==> src/verilog/bus_state_params.svh <==
// Constants for the bus remote/local state logic: offsets, fields, resets.
// Assumes inclusion by the design module and the bench only.
`ifndef BUS_STATE_PARAMS_SVH
`define BUS_STATE_PARAMS_SVH
`define OFS_CTRL      12'h000
`define OFS_STATUS    12'h004
`define OFS_STB       12'h008
`define OFS_ADDR      12'h00c
`define OFS_EVENT     12'h010
`define CTRL_BUSTRIG  0
`define CTRL_SRQEN    1
`define ADDR_DEFAULT  5'h10
`define ADDR_MAX      5'h1e
`define STB_RQS       6
`define CMD_GTL       7'h01
`define CMD_SDC       7'h04
`define CMD_GET       7'h08
`define CMD_LLO       7'h11
`define CMD_DCL       7'h14
`define CMD_SPE       7'h18
`define CMD_SPD       7'h19
`define GRP_LISTEN    2'b01
`define GRP_TALK      2'b10
`define UNL_LOW       5'h1f
`define RESP_OKAY     2'b00
`define RESP_SLVERR   2'b10
`endif

==> src/verilog/bus_state_pkg.sv <==
// Types shared by the bus remote/local state logic.
// Assumes the params header is on the include path.
`default_nettype none
package bus_state_pkg;
  // Front panel lamps carried together
  typedef struct packed {
    logic remote;
    logic talk;
    logic listen;
    logic service;
  } lamps_t;
  // Bus byte as sampled: attention flag plus data
  typedef struct packed {
    logic       atn;
    logic [7:0] data;
  } busbyte_t;
endpackage
`default_nettype wire

==> src/verilog/bus_remote_local.sv <==
// Device-side remote/local, lockout, talker and listener state logic.
// Assumes bus pins arrive asynchronous to ref_clk; a byte handshake
// elsewhere gives byteStrobe per accepted byte; AXI4-Lite master on ref_clk.
//
// Design decisions made here: the AXI4-Lite register port and the register addresses.
`timescale 1ns/1ps
`default_nettype none
`include "bus_state_params.svh"
module bus_remote_local
  import bus_state_pkg::*;
#(
  parameter int ADDR_W = 12
) (
  input  wire logic              ref_clk,
  input  wire logic              rst_n,
  input  wire logic              renPin,
  input  wire logic              ifcPin,
  input  wire logic              atnPin,
  input  wire logic [7:0]        dataPin,
  input  wire logic              byteStrobe,
  input  wire logic              localKey,
  input  wire logic [7:0]        keysIn,
  input  wire logic [7:0]        statusSummary,
  input  wire logic              pollByteRead,
  output logic [7:0]             keysOut,
  output logic                   devClear,
  output logic                   trigger,
  output logic [7:0]             pollByte,
  output logic                   srqOut,
  output lamps_t                 lamps,
  input  wire logic [ADDR_W-1:0] s_axi_awaddr,
  input  wire logic              s_axi_awvalid,
  output logic                   s_axi_awready,
  input  wire logic [31:0]       s_axi_wdata,
  input  wire logic [3:0]        s_axi_wstrb,
  input  wire logic              s_axi_wvalid,
  output logic                   s_axi_wready,
  output logic [1:0]             s_axi_bresp,
  output logic                   s_axi_bvalid,
  input  wire logic              s_axi_bready,
  input  wire logic [ADDR_W-1:0] s_axi_araddr,
  input  wire logic              s_axi_arvalid,
  output logic                   s_axi_arready,
  output logic [31:0]            s_axi_rdata,
  output logic [1:0]             s_axi_rresp,
  output logic                   s_axi_rvalid,
  input  wire logic              s_axi_rready
);

  // Decode looks at twelve address bits
  if (ADDR_W < 12) begin : gAddrCheck
    $error("ADDR_W too small for register map");
  end

  ////////////////////////////////////////////////////////////////////////////
  // Pin synchronisers (two flops each)
  busbyte_t   pinA_r, pinB_r;
  logic [2:0] ctlA_r, ctlB_r;
  logic [1:0] keyLocA_r, keyLocB_r;
  logic [7:0] keysA_r, keysB_r;
  logic       strobeOld_r;

  always_ff @(posedge ref_clk or negedge rst_n) begin
    if (!rst_n) begin
      pinA_r    <= '0;
      pinB_r    <= '0;
      ctlA_r    <= '0;
      ctlB_r    <= '0;
      keyLocA_r <= '0;
      keyLocB_r <= '0;
      keysA_r   <= '0;
      keysB_r   <= '0;
    end else begin
      pinA_r    <= '{atn: atnPin, data: dataPin};
      pinB_r    <= pinA_r;
      ctlA_r    <= {renPin, ifcPin, byteStrobe};
      ctlB_r    <= ctlA_r;
      keyLocA_r <= {localKey, pollByteRead};
      keyLocB_r <= keyLocA_r;
      keysA_r   <= keysIn;
      keysB_r   <= keysA_r;
    end
  end

  // Edge detect on the synchronised strobe; the local key is edge detected below
  always_ff @(posedge ref_clk or negedge rst_n) begin
    if (!rst_n) begin
      strobeOld_r <= 1'b0;
    end else begin
      strobeOld_r <= ctlB_r[0];
    end
  end

  logic ren, ifc, byteNew, keyLocal, polled, keyLocalOld_r;
  assign ren     = ctlB_r[2];
  assign ifc     = ctlB_r[1];
  assign byteNew = ctlB_r[0] & ~strobeOld_r;
  assign polled  = keyLocB_r[0];

  always_ff @(posedge ref_clk or negedge rst_n) begin
    if (!rst_n) begin
      keyLocalOld_r <= 1'b0;
    end else begin
      keyLocalOld_r <= keyLocB_r[1];
    end
  end
  assign keyLocal = keyLocB_r[1] & ~keyLocalOld_r;

  ////////////////////////////////////////////////////////////////////////////
  // Control registers written by software
  logic [1:0] ctrl_r;
  logic [4:0] myAddr_r;

  ////////////////////////////////////////////////////////////////////////////
  // Command decode of one bus byte under attention
  function automatic logic isCmd(input busbyte_t b, input logic [6:0] c);
    return b.atn && (b.data[6:0] == c);
  endfunction

  function automatic logic isAddr(input busbyte_t b, input logic [1:0] g,
                                  input logic [4:0] a);
    return b.atn && (b.data[6:5] == g) && (b.data[4:0] == a);
  endfunction

  logic cmdMla, cmdMta, cmdUnl, cmdUnt, cmdOta;
  logic cmdGtl, cmdLlo, cmdDcl, cmdSdc, cmdGet, cmdSpe, cmdSpd;

  always_comb begin
    cmdMla = byteNew & isAddr(pinB_r, `GRP_LISTEN, myAddr_r);
    cmdMta = byteNew & isAddr(pinB_r, `GRP_TALK, myAddr_r);
    cmdUnl = byteNew & isAddr(pinB_r, `GRP_LISTEN, `UNL_LOW);
    cmdUnt = byteNew & isAddr(pinB_r, `GRP_TALK, `UNL_LOW);
    cmdOta = byteNew & pinB_r.atn & (pinB_r.data[6:5] == `GRP_TALK)
             & ~cmdMta & ~cmdUnt;
    cmdGtl = byteNew & isCmd(pinB_r, `CMD_GTL);
    cmdLlo = byteNew & isCmd(pinB_r, `CMD_LLO);
    cmdDcl = byteNew & isCmd(pinB_r, `CMD_DCL);
    cmdSdc = byteNew & isCmd(pinB_r, `CMD_SDC);
    cmdGet = byteNew & isCmd(pinB_r, `CMD_GET);
    cmdSpe = byteNew & isCmd(pinB_r, `CMD_SPE);
    cmdSpd = byteNew & isCmd(pinB_r, `CMD_SPD);
  end

  ////////////////////////////////////////////////////////////////////////////
  // Talker and listener state
  logic talk_r, listen_r, spoll_r;

  always_ff @(posedge ref_clk or negedge rst_n) begin
    if (!rst_n) begin
      talk_r   <= 1'b0;
      listen_r <= 1'b0;
    end else if (ifc) begin
      talk_r   <= 1'b0;
      listen_r <= 1'b0;
    end else begin
      if (cmdMta) talk_r <= 1'b1;
      else if (cmdUnt || cmdOta || cmdMla) talk_r <= 1'b0;
      if (cmdMla) listen_r <= 1'b1;
      else if (cmdUnl || cmdMta) listen_r <= 1'b0;
    end
  end

  // Serial poll mode enable/disable
  always_ff @(posedge ref_clk or negedge rst_n) begin
    if (!rst_n) begin
      spoll_r <= 1'b0;
    end else if (ifc || cmdSpd) begin
      spoll_r <= 1'b0;
    end else if (cmdSpe) begin
      spoll_r <= 1'b1;
    end
  end

  ////////////////////////////////////////////////////////////////////////////
  // Remote and lockout state
  logic remote_r, lockout_r;

  always_ff @(posedge ref_clk or negedge rst_n) begin
    if (!rst_n) begin
      remote_r <= 1'b0;
    end else if (ifc || !ren || cmdGtl) begin
      remote_r <= 1'b0;
    end else if (cmdMla) begin
      remote_r <= 1'b1;
    end else if (keyLocal && !lockout_r) begin
      remote_r <= 1'b0;
    end
  end

  always_ff @(posedge ref_clk or negedge rst_n) begin
    if (!rst_n) begin
      lockout_r <= 1'b0;
    end else if (cmdGtl || !ren) begin
      lockout_r <= 1'b0;
    end else if (cmdLlo) begin
      lockout_r <= 1'b1;
    end
  end

  // Front-panel key gating; power is not routed here
  always_ff @(posedge ref_clk or negedge rst_n) begin
    if (!rst_n) begin
      keysOut <= '0;
    end else begin
      keysOut <= (remote_r || lockout_r) ? '0 : keysB_r;
    end
  end

  ////////////////////////////////////////////////////////////////////////////
  // Clear and trigger pulses; no settings touched here
  always_ff @(posedge ref_clk or negedge rst_n) begin
    if (!rst_n) begin
      devClear <= 1'b0;
      trigger  <= 1'b0;
    end else begin
      devClear <= cmdDcl || (cmdSdc && listen_r);
      trigger  <= cmdGet && listen_r && ctrl_r[`CTRL_BUSTRIG];
    end
  end

  ////////////////////////////////////////////////////////////////////////////
  // Service request and poll byte
  logic rqs_r, mssOld_r, mss;
  assign mss = ctrl_r[`CTRL_SRQEN] & (|statusSummary);

  always_ff @(posedge ref_clk or negedge rst_n) begin
    if (!rst_n) begin
      rqs_r    <= 1'b0;
      mssOld_r <= 1'b0;
    end else begin
      mssOld_r <= mss;
      if (mss && !mssOld_r) rqs_r <= 1'b1;      // Set beats clear
      else if (!mss || (polled && spoll_r)) rqs_r <= 1'b0;
    end
  end

  always_ff @(posedge ref_clk or negedge rst_n) begin
    if (!rst_n) begin
      pollByte <= '0;
      srqOut   <= 1'b0;
      lamps    <= '0;
    end else begin
      pollByte <= {statusSummary[7], rqs_r, statusSummary[5:0]};
      srqOut   <= rqs_r;
      lamps    <= '{remote: remote_r, talk: talk_r,
                    listen: listen_r, service: rqs_r};
    end
  end

  ////////////////////////////////////////////////////////////////////////////
  // AXI4-Lite write channel
  logic awHeld_r, wHeld_r;
  logic [ADDR_W-1:0] awAddr_r;
  logic [31:0] wData_r;
  logic        doWrite;
  assign s_axi_awready = !awHeld_r && !s_axi_bvalid;
  assign s_axi_wready  = !wHeld_r && !s_axi_bvalid;
  assign doWrite       = awHeld_r && wHeld_r && !s_axi_bvalid;

  always_ff @(posedge ref_clk or negedge rst_n) begin
    if (!rst_n) begin
      awHeld_r     <= 1'b0;
      wHeld_r      <= 1'b0;
      awAddr_r     <= '0;
      wData_r      <= '0;
      s_axi_bvalid <= 1'b0;
      s_axi_bresp  <= `RESP_OKAY;
    end else begin
      if (s_axi_awvalid && s_axi_awready) begin
        awHeld_r <= 1'b1;
        awAddr_r <= s_axi_awaddr;
      end
      if (s_axi_wvalid && s_axi_wready) begin
        wHeld_r <= 1'b1;
        wData_r <= s_axi_wdata;
      end
      if (doWrite) begin
        awHeld_r     <= 1'b0;
        wHeld_r      <= 1'b0;
        s_axi_bvalid <= 1'b1;
        s_axi_bresp  <= (awAddr_r[11:0] == `OFS_CTRL ||
                         awAddr_r[11:0] == `OFS_ADDR) ? `RESP_OKAY
                                                      : `RESP_SLVERR;
      end else if (s_axi_bready) begin
        s_axi_bvalid <= 1'b0;
      end
    end
  end

  // Register writes; address outside 0..30 is ignored
  always_ff @(posedge ref_clk or negedge rst_n) begin
    if (!rst_n) begin
      ctrl_r   <= '0;
      myAddr_r <= `ADDR_DEFAULT;
    end else if (doWrite) begin
      if (awAddr_r[11:0] == `OFS_CTRL) ctrl_r <= wData_r[1:0];
      if (awAddr_r[11:0] == `OFS_ADDR && wData_r[4:0] <= `ADDR_MAX)
        myAddr_r <= wData_r[4:0];
    end
  end

  ////////////////////////////////////////////////////////////////////////////
  // AXI4-Lite read channel, one cycle latency
  assign s_axi_arready = !s_axi_rvalid;

  always_ff @(posedge ref_clk or negedge rst_n) begin
    if (!rst_n) begin
      s_axi_rvalid <= 1'b0;
      s_axi_rdata  <= '0;
      s_axi_rresp  <= `RESP_OKAY;
    end else if (s_axi_arvalid && s_axi_arready) begin
      s_axi_rvalid <= 1'b1;
      s_axi_rresp  <= `RESP_OKAY;
      unique case (s_axi_araddr[11:0])
        `OFS_CTRL:   s_axi_rdata <= {30'h0, ctrl_r};
        `OFS_STATUS: s_axi_rdata <= {27'h0, spoll_r, lockout_r, remote_r,
                                     talk_r, listen_r};
        `OFS_STB:    s_axi_rdata <= {24'h0, pollByte};
        `OFS_ADDR:   s_axi_rdata <= {27'h0, myAddr_r};
        default: begin
          s_axi_rdata <= '0;
          s_axi_rresp <= `RESP_SLVERR;
        end
      endcase
    end else if (s_axi_rready) begin
      s_axi_rvalid <= 1'b0;
    end
  end

endmodule
`default_nettype wire

==> config.mk <==
export PLATFORM = sky130hd
export DESIGN_NAME = bus_remote_local
export DESIGN_NICKNAME = d
export VERILOG_FILES = /design/src/verilog/bus_state_pkg.sv /design/src/verilog/bus_remote_local.sv
export VERILOG_INCLUDE_DIRS = /design/src /design/src/verilog
export SDC_FILE = /design/constraint.sdc
export NUM_CORES = 1
export LEC_CHECK = 0
export BUFFER_PORTS_ARGS = -buffer_cell sky130_fd_sc_hd__buf_2
export CORE_AREA = 10 10 109 101
export DETAILED_ROUTE_END_ITERATION = 6
export DIE_AREA = 0 0 119 111
export HOLD_SLACK_MARGIN = 0.05
export PLACE_DENSITY = 0.8
export SLEW_MARGIN = 20
export SYNTH_ARGS = -nofsm -noshare
export SYNTH_HDL_FRONTEND = slang
export SYNTH_SLANG_ARGS = --single-unit
==> constraint.sdc <==
create_clock -name ref_clk -period 2.4 [get_ports ref_clk]
set_input_delay 0.48 -clock ref_clk [delete_from_list [all_inputs] [get_ports ref_clk]]
set_output_delay 0.48 -clock ref_clk [all_outputs]
set_load 0.05 [all_outputs]
Word level (Yosys, flattened, before mapping)
Index checks and enable logic that the tools add are counted.

Register bits: 137. Input port bits: 97. Output and inout bits: 64. Logic and storage cells: 165.

Multiplexer cells: 27. Bitwise gates (word level): 22. Equal/unequal tests: 15. Reduce and logical (&&, ||, !) cells: 62. $lt $le $gt $ge: 1.

Operators with widths (count): $eq A12 B4 Y1 const B (3); $pmux W8 S4 (1); $eq A7 B5 Y1 const B (4); $logic_and A1 B1 Y1 (27); $logic_not A12 Y1 (2); $mux W1 (23); $and A1 B1 Y1 (18); $reduce_bool A2 Y1 (7); $eq A12 B3 Y1 const B (1); $logic_or A1 B1 Y1 (11); $reduce_bool A3 Y1 (3); $logic_not A1 Y1 (8); $mux W8 (1); $reduce_or A8 Y1 (1); $eq A7 B1 Y1 const B (1); $eq A7 B3 Y1 const B (1); $eq A7 B4 Y1 const B (1); $eq A5 B5 Y1 (1); $eq A5 B5 Y1 const B (1); $le A5 B5 Y1 const B (1); $mux W2 (2); $not A1 Y1 (4); $reduce_and A2 Y1 (2); $reduce_or A4 Y1 (1); 2 further kinds (2).

Logic depth before layout (Yosys ltp)
Depth after elaboration: 12. Depth in mapped cells: 5. Depth with buffers taken out: 4.

Worst setup path before layout
Ideal clock, no wire load.

Path kind: flip-flop to flip-flop. From: register s_axi_bvalid. To: register awAddr_r[0]. Path slack: 114 ps. Stages on the path, launching flop included: 5. Path buffers: 1. Arrival: 2161 ps. Data required time: 2275 ps. Library setup time: 125 ps. Path through: dfrtp_1 -> nor2_1 -> and2_1 -> buf_2 -> mux2_2.

Word-level cells in the longest chain between the ends: 3.

Ends and longest elaborated chain: from (decl) (RTL line bus_remote_local.sv:39) `output logic s_axi_bvalid,`; from (signal assigned) (RTL line bus_remote_local.sv:266) `s_axi_bvalid <= 1'b0;`; from (signal assigned) (RTL line bus_remote_local.sv:280) `s_axi_bvalid <= 1'b1;`; from (signal assigned) (RTL line bus_remote_local.sv:285) `s_axi_bvalid <= 1'b0;`; $logic_not A1 Y1 (RTL line bus_remote_local.sv:256) `assign s_axi_awready = !awHeld_r && !s_axi_bvalid;`; $logic_and A1 B1 Y1 (RTL line bus_remote_local.sv:256); net s_axi_awready (RTL line bus_remote_local.sv:33) `output logic s_axi_awready,`; $logic_and A1 B1 Y1 (RTL line bus_remote_local.sv:269) `if (s_axi_awvalid && s_axi_awready) begin`; to (signal assigned) (RTL line bus_remote_local.sv:271) `awAddr_r <= s_axi_awaddr;`; to (decl) (RTL line bus_remote_local.sv:253) `logic [ADDR_W-1:0] awAddr_r;`.

The timed path passes the listed nets, and every way through them passes these cells. A chain may end at the register's enable or synchronous reset.

Worst setup path after layout
From: register awAddr_r[9]. To: register myAddr_r[1].

Word-level cells in the longest chain between the ends: 3.

Ends and longest elaborated chain: $eq A12 B4 Y1 (no line); $logic_and A1 B1 Y1 (no line); $reduce_and A2 Y1 (no line); to (signal assigned) (RTL line bus_remote_local.sv:294) `` myAddr_r <= `ADDR_DEFAULT; ``; to (signal assigned) (RTL line bus_remote_local.sv:298) `myAddr_r <= wData_r[4:0];`; to (decl) (RTL line bus_remote_local.sv:112) `logic [4:0] myAddr_r;`.

No other way between the ends.

==> impl_metrics.tcl <==
set metrics [dict create \
    hold_viol 0 \
    post_synth_mux_area_share 0.0788 \
    critPathKind "reg -> reg" \
    dieArea_sq_um 13200 \
    ys_seq_elements 110 \
    netlist_instances 301 \
    io_buffer_count 102 \
    synth-simple-area-share 0.118 \
    area_growth_pct 17.9 \
    numCtsBuffers 9 \
    layout_common_cells "dfrtp_1 (109), buf_2 (101), conb_1 (26)" \
    cap_violations 0 \
    die_w_microns 119 \
    critPathMaxStageDelay_ns 0.39 \
    fin_crit_sh 0.735 \
    cts_max_level 3 \
    drt_wl_total_mm 8.08 \
    end_kind "flip-flop" \
    core_sq_um 8840 \
    p_leak_uw 0.00233 \
    worst_slew_pin_slew_ns 0.523 \
    ctsResizeCount 0 \
    rrSetupSlack_ns 0.64 \
    r2r_end "myAddr_r[1]$_DFFE_PN0P_" \
    clk_latency_ns 0.36 \
    syn-cell-area_sq_um 4100 \
    rows 33 \
    synthTopCellsByArea "dfrtp_1 (67%), mux2_2 (6.0%), buf_4 (5.1%)" \
    r2r-start "awAddr_r[9]$_DFFE_PN0P_" \
    antenna_cells 0 \
    synthArstFlopShare 1.00 \
    synth_compound_gate_area_share 0.0547 \
    cts_tree "done" \
    clk_pin_slew_worst_paths_ns 0.10 \
    synthAdderAreaFrac 0 \
    routedWlPerCell_microns 15.1 \
    min_period_ns 1.76 \
    antenna_found_initial 0 \
    path_max_fanout 6 \
    clock_sinks 110 \
    hold_class "in -> reg" \
    yosysSeqAreaShare 0.672 \
    powerDensity_nw_per_um2 839 \
    grt_first_pass_wirelength_mm 13.4 \
    maxSlewViolCount 0 \
    slew_headroom 0.651 \
    dpl.hpwl_mm 6.32 \
    min_path_cells 1 \
    track_usage 0.124 \
    vias_per_cell 4.70 \
    skew_ns 0.0144 \
    io_pins 161 \
    grt_setup_unrepaired "false" \
    drive_gt1_frac 0.367 \
    die_h_microns 111 \
    cp.required_ns 2.65 \
    startpoint "awAddr_r[9]$_DFFE_PN0P_" \
    grt_pass1_vias 2717 \
    synth_top_family_by_area "simple AND/OR/NAND/NOR gates" \
    crit_path_start_kind "flip-flop" \
    avgSynthCellArea_sq_um 13.6 \
    final_antenna_net_count 0 \
    slowest_stage "dfrtp_1" \
    crit_arrival_ns 2.01 \
    synth_cell_types 49 \
    fmax_mhz 567 \
    clockBufferDepth 2 \
    rr_worst_depth 4 \
    cp_cell_sequence "nor4_1 > and4_1 > and2_4 > mux2_4" \
    yosys_warnings 0 \
    tns_ns 0 \
    drc_errors 0 \
    setup_viol 0 \
    yosys.area_share.xor_xnor 0.0107 \
    synth_edf_count 0 \
    yosysTopAreaCell "dfrtp_1" \
    start_util 0.463 \
    drtIter0Drc 202 \
    hold_path_end "keysA_r[3]$_DFF_PN0_" \
    status "finished clean" \
    cts_root_buffer "clkbuf_8" \
    worst_slack_ns 0.636 \
    fin_nets 504 \
    pre_cts_slack_ns 0.556 \
    final_common_cell "dfrtp_1" \
    grt_max_degree 84 \
    gp_congestion 0.779 \
    synth_ff_type "dfrtp_1" \
    firstDrtPassIters 4 \
    hold_path_startpoint "keysIn[3]" \
    vdd_ir_drop_max_mv 0.609 \
    netlist.area_leader.share 0.666 \
    num_vias 2510 \
    overflow 0 \
]
## metal layers
metal / routed length, microns / track usage / vias to the layer above
met1: 3410 / 0.147 / 1199
met4: 46 / 0.0195 / 0
li1: - / - / 1205
met5: 0 / 0 / -
met2: 3750 / 0.194 / 100
met3: 876 / 0.0698 / 6
## synth_stat cells (2+ instances only)
cell / number
a21boi_0: 2
nor4_1: 11
nand4_1: 2
buf_2: 3
nor3_1: 4
mux2_2: 22
clkbuf_1: 2
mux2_4: 3
o21ai_0: 5
nand2_1: 20
o31ai_1: 6
buf_4: 28
nor2_1: 11
nand4b_1: 2
dfrtp_1: 109
xor2_1: 4
a22oi_1: 3
nand3_1: 3
and3b_1: 2
or3b_1: 2
inv_1: 7
mux2i_1: 3
o21ai_1: 3
and2_1: 10
a21oi_1: 9
nor2b_1: 2
## state kept, by name, summed over array words and instances (netlist names), 5 cells and up
register and flops:
wData_r 5, myAddr_r 5, keysA_r 8, s_axi_rdata 8, pinA_r 8, pinB_r 8, awAddr_r 12, keysOut 8
pollByte 8, keysB_r 8
## layout make-up
class | count | area, sq um
Inverter | 7 | 26.3
Clock inverter | 7 | 56.3
Clock buffer | 9 | 124
Timing Repair Buffer | 104 | 543
Multi-Input combinational cell | 175 | 1170
Tap cell | 122 | 153
Fill cell | 790 | 4010
Sequential cell | 110 | 2750
## critical path: cells and delay by family (launching register included)
kind / cells / cell delay [ns]
flip-flops: 1 / 0.39
multiplexers: 1 / 0.29
AND/OR/NAND/NOR: 3 / 0.96
## per-stage QoR
stage	util	power (uW)	cell area, sq um	hold slack [ns]	std cells
final	0.546	4050	4830	0.221	534
after global routing	0.546	4300	4830	0.184	534
after CTS	0.546	4110	4830	0.202	534
after detailed placement	0.525	3100	4640	0.335	517
after global placement	0.525	3050	4640	0.332	517
after floorplan	-	2880	4190	0.184	326
## what timing repair did
item,in CTS,in global routing
endpoints found under the setup margin,0,0
buffers inserted,0,0
hold buffers,1,0
endpoints found under the hold margin,27,0
## worst max path at each step
stage | to | slack [ns] | cells past startpoint
after CTS | myAddr_r[1]$_DFFE_PN0P_ | 0.63 | 4
after floorplan | awAddr_r[0]$_DFFE_PN0P_ | 0.11 | 4
after global placement | s_axi_rdata[5]$_DFFE_PN0P_ | 0.61 | 5
final | myAddr_r[1]$_DFFE_PN0P_ | 0.64 | 4
after global routing | myAddr_r[1]$_DFFE_PN0P_ | 0.56 | 4
after detailed placement | s_axi_rdata[6]$_DFFE_PN0P_ | 0.56 | 5
## cells by family (layout without fill, tap and decap cells)
kind of cell	count (synthesis)	count (layout)
compound gates	34	34
flops	110	110
mux	28	28
buf+inv	41	127
xor+xnor	5	5
simple gates	82	82
other cells	1	26
## power by group
group | internal, uW | switching (uW)
combinational | 290 | 512
clock | 392 | 605
sequential | 2090 | 164
total | 2770 | 1280
Power figures use the tool's default switching activity.
